$ cat config.mk
export PLATFORM = sky130hd
export DESIGN_NAME = opbz_port
export DESIGN_NICKNAME = d
export VERILOG_FILES = /design/src/core/opbz_pkg.sv /design/src/core/opbz_port.sv
export VERILOG_INCLUDE_DIRS = /design/src /design/src/core
export SDC_FILE = /design/constraint.sdc
export NUM_CORES = 1
export LEC_CHECK = 0
export ABC_AREA = 1
export ABC_CLOCK_PERIOD_IN_PS = 1150
export BUFFER_PORTS_ARGS = -buffer_cell sky130_fd_sc_hd__buf_2
export CAP_MARGIN = 20
export CORE_MARGIN = 10
export CORE_UTILIZATION = 37
export DETAILED_ROUTE_END_ITERATION = 7
export PLACE_DENSITY = 0.85
export SKIP_CTS_REPAIR_TIMING = 1
export SLEW_MARGIN = 20
export SYNTH_ARGS = -nofsm -noshare
export SYNTH_HDL_FRONTEND = slang
export SYNTH_SLANG_ARGS = --single-unit
$ cat constraint.sdc
create_clock -name pclk -period 1.15 [get_ports pclk]
set_clock_uncertainty 0.05 [all_clocks]
set_input_delay 0.23 -clock pclk [delete_from_list [all_inputs] [get_ports pclk]]
set_output_delay 0.23 -clock pclk [all_outputs]
set_load 0.02 [all_outputs]
$ cat src/core/opbz_params.svh
// register map, field positions and reset values of the output port block
`ifndef OPBZ_PARAMS_SVH
`define OPBZ_PARAMS_SVH

// ----------------------------------------------------------------------------
// register indices (byte address is four times the index)
// ----------------------------------------------------------------------------
`define OPBZ_IDX_OUT_DATA  8'h7c
`define OPBZ_IDX_BZ_FREQ   8'hf6
`define OPBZ_IDX_PCLK_DIV  8'hf7

`define OPBZ_ADDR_W        12
`define OPBZ_ADDR_OUT_DATA ({2'h0, `OPBZ_IDX_OUT_DATA, 2'h0})
`define OPBZ_ADDR_BZ_FREQ  ({2'h0, `OPBZ_IDX_BZ_FREQ, 2'h0})
`define OPBZ_ADDR_PCLK_DIV ({2'h0, `OPBZ_IDX_PCLK_DIV, 2'h0})

// ----------------------------------------------------------------------------
// field positions and reset values
// ----------------------------------------------------------------------------
`define OPBZ_BUZZER_FREQ_SEL_BIT      3
`define OPBZ_DATA_RST      4'h0
`define OPBZ_BUZZER_FREQ_SEL_RST      1'b0
`define OPBZ_PDIV_RST      2'h0

// divider taps: bit n of the free-running counter is fclk/2^(n+1)
`define OPBZ_BZ_TAP_16     3
`define OPBZ_BZ_TAP_32     4
`define OPBZ_DIV_W         8

`endif

$ cat src/core/opbz_pkg.sv
// types shared by the output port block
package opbz_pkg;

  // pin drive of the four output pins; oe_n low while a pin is driven
  typedef struct packed {
    logic [3:0] level;
    logic [3:0] oe_n;
  } opbz_pins_t;

  // build-time clock-out ratio, in order of the counter tap it selects
  typedef enum logic [2:0] {
    OPBZ_CLOCK_OUT_DIV2,
    OPBZ_CLOCK_OUT_DIV4,
    OPBZ_CLOCK_OUT_DIV8,
    OPBZ_CLOCK_OUT_DIV16,
    OPBZ_CLOCK_OUT_DIV32,
    OPBZ_CLOCK_OUT_DIV64,
    OPBZ_CLOCK_OUT_DIV128,
    OPBZ_CLOCK_OUT_DIV256
  } opbz_clock_out_div_t;

endpackage

$ cat src/core/opbz_port.sv
// four-bit output port with buzzer and clock-out special functions, apb slave
//
// Overview of operation
// in dc mode each pin follows its data bit; bits read back as written
// reset clears all four data bits so every pin starts low
// each bit is fixed at build time as push-pull or p-channel open drain
// only bits 0, 2 and 3 may take a special function; bit 1 is plain
// buzzer on pin 0 runs while data bit 0 is 1, otherwise pin low
// inverse buzzer on pin 3 gated by bit 3 when so optioned
// with bit-0 control, bit 0 gates both buzzer pins together
// inverse buzzer on pin 3 needs the buzzer option on pin 0
// buzzer rate is fclk/32 when select bit is 1, fclk/16 when 0; resets 0
// buzzer frequency register: only bit 3 stored, low three bits read 0
// clock-out on pin 2 runs while data bit 2 is 1, otherwise pin low
// clock-out is fclk divided by a build-time ratio from 2 to 256
// fclk is the block clock divided by 1, 2, 3 or 4 under software control
// gating may glitch at on or off; no synchronisation of the gate
// waves are 50 percent duty from a free-running divider; inverse is exact
`timescale 1ns/1ps
`include "opbz_params.svh"

module opbz_port #(
  parameter logic [3:0]              OPEN_DRAIN  = 4'h0,
  parameter bit                      BZ_EN       = 1'b0,
  parameter bit                      INV_BZ_EN   = 1'b0,
  parameter bit                      INV_CTRL_B0 = 1'b0,
  parameter bit                      CLOCK_OUT_EN     = 1'b0,
  parameter opbz_pkg::opbz_clock_out_div_t CLOCK_OUT_DIV   = opbz_pkg::OPBZ_CLOCK_OUT_DIV16
) (
  input  wire logic                    pclk,
  input  wire logic                    presetn,
  input  wire logic                    psel,
  input  wire logic                    penable,
  input  wire logic                    pwrite,
  input  wire logic [`OPBZ_ADDR_W-1:0] paddr,
  input  wire logic [31:0]             pwdata,
  input  wire logic [3:0]              pstrb,
  output logic      [31:0]             prdata,
  output logic                         pready,
  output logic                         pslverr,
  output opbz_pkg::opbz_pins_t         pins
);

  // --------------------------------------------------------------------------
  // option resolution
  // --------------------------------------------------------------------------
  // the inverse buzzer is only honoured when pin 0 carries the buzzer
  localparam bit INV_EFF = INV_BZ_EN && BZ_EN;

  // push-pull bits are always driven; open-drain bits start released
  localparam logic [3:0] OE_N_RST = OPEN_DRAIN;

  // --------------------------------------------------------------------------
  // address decode
  // --------------------------------------------------------------------------
  // one decoder serves both the write and the read path
  function automatic logic [1:0] reg_sel(input logic [`OPBZ_ADDR_W-1:0] a);
    if (a == `OPBZ_ADDR_OUT_DATA)
      reg_sel = 2'h1;
    else if (a == `OPBZ_ADDR_BZ_FREQ)
      reg_sel = 2'h2;
    else if (a == `OPBZ_ADDR_PCLK_DIV)
      reg_sel = 2'h3;
    else
      reg_sel = 2'h0;
  endfunction

  logic [1:0]                sel_c;
  logic                      acc_c;
  logic                      wr_c;
  logic [3:0]                data_q;
  logic                      buzzer_freq_sel_q;
  logic [1:0]                pdiv_q;
  logic [1:0]                pdiv_act_q;
  logic [1:0]                pdiv_cnt_q;
  logic                      pulse_c;
  logic [`OPBZ_DIV_W-1:0]    div_q;
  logic                      bz_c;
  logic                      clock_out_c;
  logic [3:0]                level_c;

  assign sel_c = reg_sel(paddr);
  // access phase with the answer ready: the only edge at which a write lands
  assign acc_c = psel && penable && pready;
  assign wr_c  = acc_c && pwrite && pstrb[0];

  // --------------------------------------------------------------------------
  // apb handshake
  // --------------------------------------------------------------------------
  // one wait state: pready rises in the second access cycle, from a flop
  always_ff @(posedge pclk or negedge presetn)
  begin
    if (!presetn)
      pready <= 1'b0;
    else
      pready <= psel && penable && !pready;
  end

  // read data and error are loaded together with pready
  always_ff @(posedge pclk or negedge presetn)
  begin
    if (!presetn)
    begin
      prdata  <= 32'h0000_0000;
      pslverr <= 1'b0;
    end
    else if (psel && penable && !pready)
    begin
      pslverr <= (sel_c == 2'h0);
      prdata  <= 32'h0000_0000;
      if (!pwrite)
      begin
        if (sel_c == 2'h1)
          prdata <= {28'h0, data_q};
        else if (sel_c == 2'h2)
          prdata <= {28'h0, buzzer_freq_sel_q, 3'h0};
        else if (sel_c == 2'h3)
          prdata <= {30'h0, pdiv_q};
      end
    end
    else
    begin
      prdata  <= 32'h0000_0000;
      pslverr <= 1'b0;
    end
  end

  // --------------------------------------------------------------------------
  // registers
  // --------------------------------------------------------------------------
  // output data; bit 1 is stored like the rest but never leaves dc mode
  always_ff @(posedge pclk or negedge presetn)
  begin
    if (!presetn)
      data_q <= `OPBZ_DATA_RST;
    else if (wr_c && sel_c == 2'h1)
      data_q <= pwdata[3:0];
  end

  // buzzer frequency select; low three bits are not stored
  always_ff @(posedge pclk or negedge presetn)
  begin
    if (!presetn)
      buzzer_freq_sel_q <= `OPBZ_BUZZER_FREQ_SEL_RST;
    else if (wr_c && sel_c == 2'h2)
      buzzer_freq_sel_q <= pwdata[`OPBZ_BUZZER_FREQ_SEL_BIT];
  end

  // peripheral clock divider select
  always_ff @(posedge pclk or negedge presetn)
  begin
    if (!presetn)
      pdiv_q <= `OPBZ_PDIV_RST;
    else if (wr_c && sel_c == 2'h3)
      pdiv_q <= pwdata[1:0];
  end

  // --------------------------------------------------------------------------
  // peripheral clock enable
  // --------------------------------------------------------------------------
  // a new ratio is taken only at a pulse, so no period is ever cut short
  assign pulse_c = (pdiv_cnt_q == pdiv_act_q);

  always_ff @(posedge pclk or negedge presetn)
  begin
    if (!presetn)
    begin
      pdiv_cnt_q <= 2'h0;
      pdiv_act_q <= `OPBZ_PDIV_RST;
    end
    else if (pulse_c)
    begin
      pdiv_cnt_q <= 2'h0;
      pdiv_act_q <= pdiv_q;
    end
    else
      pdiv_cnt_q <= pdiv_cnt_q + 2'h1;
  end

  // --------------------------------------------------------------------------
  // free-running divider and wave taps
  // --------------------------------------------------------------------------
  // never stopped or cleared by the gates, so each tap keeps a 50 percent duty
  always_ff @(posedge pclk or negedge presetn)
  begin
    if (!presetn)
      div_q <= '0;
    else if (pulse_c)
      div_q <= div_q + `OPBZ_DIV_W'(1);
  end

  // bit n toggles every 2^n pulses, a period of 2^(n+1) fclk
  assign bz_c   = buzzer_freq_sel_q ? div_q[`OPBZ_BZ_TAP_32] : div_q[`OPBZ_BZ_TAP_16];
  assign clock_out_c = div_q[CLOCK_OUT_DIV];

  // --------------------------------------------------------------------------
  // pin selection
  // --------------------------------------------------------------------------
  // the gate is a plain and with the data bit; a switch mid-phase may give a
  // short first or last pulse, which the buzzer and clock users tolerate
  always_comb
  begin
    level_c = data_q;
    if (BZ_EN)
      level_c[0] = data_q[0] && bz_c; // see
    // bit 1 has no special source at all
    level_c[1] = data_q[1];
    if (CLOCK_OUT_EN)
      level_c[2] = data_q[2] && clock_out_c; // see
    if (INV_EFF)
    begin
      if (INV_CTRL_B0)
        level_c[3] = data_q[0] && !bz_c; // see
      else
        level_c[3] = data_q[3] && !bz_c; // see
    end
  end

  // --------------------------------------------------------------------------
  // pin drivers
  // --------------------------------------------------------------------------
  // open-drain bits only pull high and release for a low level
  always_ff @(posedge pclk or negedge presetn)
  begin
    if (!presetn)
    begin
      pins.level <= 4'h0;
      pins.oe_n  <= OE_N_RST;
    end
    else
    begin
      pins.level <= level_c;
      pins.oe_n  <= OPEN_DRAIN & ~level_c;
    end
  end

  logic inv_gate_c;
  assign inv_gate_c = INV_CTRL_B0 ? data_q[0] : data_q[3];
endmodule

# Yosys cells after proc, flatten, opt, wreduce, memory -nomap -nowiden
# Index checks and enable logic that the tools add are counted.
# totals
reg_bits,45
in_bits,53
output_inout_bits,42
wordCells,32
# classes
eq_ne,6
n_mux,9
n_reduce_logical,10
# op_table
operator,count
$mux W32,2
$eq A12 B10 Y1 const B,2
$eq A12 B9 Y1 const B,1
$logic_and A1 B1 Y1,8
$mux W2,4
$mux W4,2
$eq A2 B2 Y1 const B,2
$eq A2 B1 Y1 const B,1
$logic_not A2 Y1,1
$logic_not A1 Y1,1
$mux W1,1

# Longest topological paths before layout
# depth
word_depth,10
ltp_mapped,8
mapped_depth_nobuf,8

# Worst setup path before layout
# OpenSTA, ideal clock, no wires.
# synth_path
path_type,reg2reg
startpoint,register pready
endpoint,register buzzer_freq_sel_q
setup_time_ps,121
t_arrival_ps,1003
required_time_ps,979
path_slack_ps,-23
path_stages_with_launch,6
path_buffers,0
synth_period_minus_slack_ps,1173
cell_sequence,dfrtp_1 nand4_4 clkinv_1 nand4_1 nand2_1 o21ai_1
# synth_via
elab_chain_len,4
# synth_lines
element,line,source
"start, declared",opbz_port.sv:39,"output logic pready,"
"start signal, assigned",opbz_port.sv:96,pready <= psel && penable && !pready;
$logic_and A1 B1 Y1,opbz_port.sv:84,assign acc_c = psel && penable && pready;
$logic_and A1 B1 Y1 (2 in series),opbz_port.sv:85,assign wr_c = acc_c && pwrite && pstrb[0];
$logic_and A1 B1 Y1,opbz_port.sv:145,else if (wr_c && sel_c == 2'h2)
"end signal, assigned",opbz_port.sv:144,buzzer_freq_sel_q <= `OPBZ_BUZZER_FREQ_SEL_RST;
"end signal, assigned",opbz_port.sv:146,buzzer_freq_sel_q <= pwdata[`OPBZ_BUZZER_FREQ_SEL_BIT];
"end, declared",opbz_port.sv:72,logic buzzer_freq_sel_q;
# Every way passes these cells.
# A chain may end at the register's enable or synchronous reset.

# Final worst setup path
# layout_path
startpoint,register pready
endpoint,output pready
# No word-level cell between the ends.

==> key figures <==
Finish
  • Share of layout cells above drive strength 1: 0.392
  • Layout Nets: 220
  • Post-layout util: 0.451
  • Inserted Diodes: 0
  • Finished Layout Cells: 197
  • Final non-filler cell area: 1250 um^2
  • Area Overhead vs Synth: 15.4%

Setup path
  • CP max-delay cell: dfrtp_2
  • WS Path Type: reg2out
  • Critical path peak fanout: 4
  • Critical path's largest stage delay: 450 ps
  • Worst path top cell family by delay: flip-flops
  • Crit. End Element: primary output
  • Worst path required time: 870 ps
  • Bufs and invs on worst path: 1
  • WP data arrival: 880 ps
  • Crit path cell chain: buf_6
  • Critical path startpoint category: register

Run status
  • Failing checks: setup timing
  • Status: finished, violations left

Floorplanning
  • Core box area: 2780 um^2
  • Die width: 74.2 um
  • Die height: 74.2 um
  • Die area: 5500 um^2
  • Io pins: 95
  • Starting Density: 0.390
  • Rows: 19

CTS
  • Clock-pin transition on the worst setup and hold timing paths: 90 ps
  • Root buffer cell: clkbuf_4
  • Clock tree buffer depth: 2
  • CTS tree: yes
  • TritonCTS Buffers: 3
  • H-Tree Depth: 1
  • Clock Latency Late Sink: 290 ps
  • CTS Sinks: 17

Placed design
  • Final GP Congestion: 0.744
  • Input/output buffers: 31
  • Post-DP Area: 1180 um^2
  • Post-DP HPWL: 1970 um
  • Dpl cells: 190

STA
  • Fmax: 859 MHz
  • Final period util: 1.01
  • Post-layout min period: 1160 ps
  • RSZ-0062 raised after global routing: yes
  • Final Hold Vio Count: 0
  • Final WS setup: -14.0 ps
  • Final setup fails: 1
  • Pins Over Slew Limit: 0

Pwr
  • VDD IR max: 0.757 mV
  • Switch share: 0.306
  • Part of the power in registers: 0.532
  • Int Pwr: 0.789 mW
  • Leakage Power: 0.730 nW
  • Comb power frac: 0.194
  • Clk pwr share: 0.274
  • Power Density: 907 nW/um^2
  • Total Power: 1.14 mW
  • Sw power: 0.348 mW

Logic synthesis
  • Syn avg cell area: 8.62 um^2
  • Post-synth ARST share: 1.00
  • Largest cells by area after synthesis: dfrtp_1, buf_4, nand2_1
  • Compound-Gate Fraction of Synth Area: 0.0403
  • Cell type with the largest total area after synthesis: dfrtp_1
  • Netlist cell types: 25
  • Post-synth top flop: dfrtp_1
  • Count leader, synth: buf_4
  • Main combinational cell family by area after synthesis: simple AND/OR/NAND/NOR gates
  • Mux cell area share after synthesis: 0
  • Simple-Gate Fraction of Synth Area: 0.294
  • Post-synth top cells: buf_4, nand2_1, dfrtp_1
  • #FFs+latches synth: 17
  • Number of synthesized flops with an enable pin: 0
  • Mapped Cells: 126
  • Post-synth top area share: 0.392
  • Register area share after synthesis: 0.392
  • Xor/xnor share of the synthesized area: 0
  • Yosys warnings: 0
  • Cell Area, Synth: 1090 um^2
  • Post-Synth Adder-Cell Area: 0

Detailed routing
  • Total wire length: 2240 um
  • DR WL/cell: 11.4 um
  • Iter 0 DRT Violations: 30
  • Drt first pass iters: 3
  • Via density: 4.14
  • DRC errors left: 0
  • Total number of vias: 816
  • Antenna viol nets, final: 0

Global route
  • Largest net degree at the start of global routing: 18
  • GR Overflow Total: 0
  • All-Layer GR Usage: 0.0832
  • Vias in the first global route: 846
  • Initial antenna violation count: 0
  • First-pass GRT wire length: 3650 um

Min path
  • Worst Hold Class: in2reg

Run
  • MaxCap Viol Count: 0
final timing paths:
| path | depth (start not counted) | slack, ps | to | start |
|---|---|---|---|---|
| max | 1 | -10 | pready | pready$_DFF_PN0_ |
| min | 3 | 100 | data_q[2]$_DFFE_PN0P_ | pwdata[2] |
| max reg2reg | 5 | 80 | data_q[0]$_DFFE_PN0P_ | pready$_DFF_PN0_ |
| min reg2reg | 0 | 330 | pins[6]$_DFF_PN0_ | data_q[2]$_DFFE_PN0P_ |
| max in group asynchronous | 2 | 460 | pready$_DFF_PN0_ | presetn |
| min in group asynchronous | 2 | 320 | pins[7]$_DFF_PN0_ | presetn |
per-stage QoR:
step           hold slack, ps  worst slack, ps  setup TNS, ps
3_5_place_dp              108            -55.4           -124
5_1_grt                   100            -49.8          -74.8
3_3_place_gp              107            0.750              0
6_report                 96.8            -14.0          -14.0
2_1_floorplan            -116             60.6              0
4_1_cts                  -209            -44.5          -44.5
state kept, by name, summed over array words and instances (netlist names):
name / flops
buzzer_freq_sel_q: 1
data_q: 4
pdiv_q: 2
pins: 4
prdata: 4
pready: 1
pslverr: 1
final cells by class:
type	count	area, um^2
Sequential cell	17	427
Clock buffer	4	26.3
Multi-Input combinational cell	94	493
Tap cell	31	38.8
Inverter	14	56.3
Fill cell	271	1530
Timing Repair Buffer	37	213
power groups by stage:
stage               Combinational [mW]  Clock [mW]  Sequential (mW)
floorplan                        0.220           0            0.622
global placement                 0.206           0            0.616
detailed placement               0.208           0            0.617
CTS                              0.209       0.320            0.605
global route                     0.242       0.338            0.607
finish                           0.220       0.311            0.605
cells in the final DEF (no fill, tap or decap), types with 3 or more instances in the layout:
cell	n
nor2_2	3
inv_2	3
nand2_1	20
nand3_1	6
nand2_2	8
clkbuf_4	3
conb_1	32
nor2_4	3
dfrtp_1	16
a21oi_1	3
nor2_1	4
inv_1	9
buf_4	4
buf_2	30
o21ai_1	3
kinds of logic (layout without fill, tap and decap cells):
family / Yosys count / after routing
compound gates: 8 / 8
buf+inv: 46 / 55
flops: 17 / 17
other cells: 1 / 32
simple gates: 54 / 54
routing by layer:
layer	wire length [um]	share of wire	global-route usage
met1	814	0.36	0.0884
met3	197	0.088	0.0266
met2	1170	0.52	0.141
met5	0	0	0
met4	57	0.025	0.0497
No activity file was read; power rests on OpenSTA's default activity.
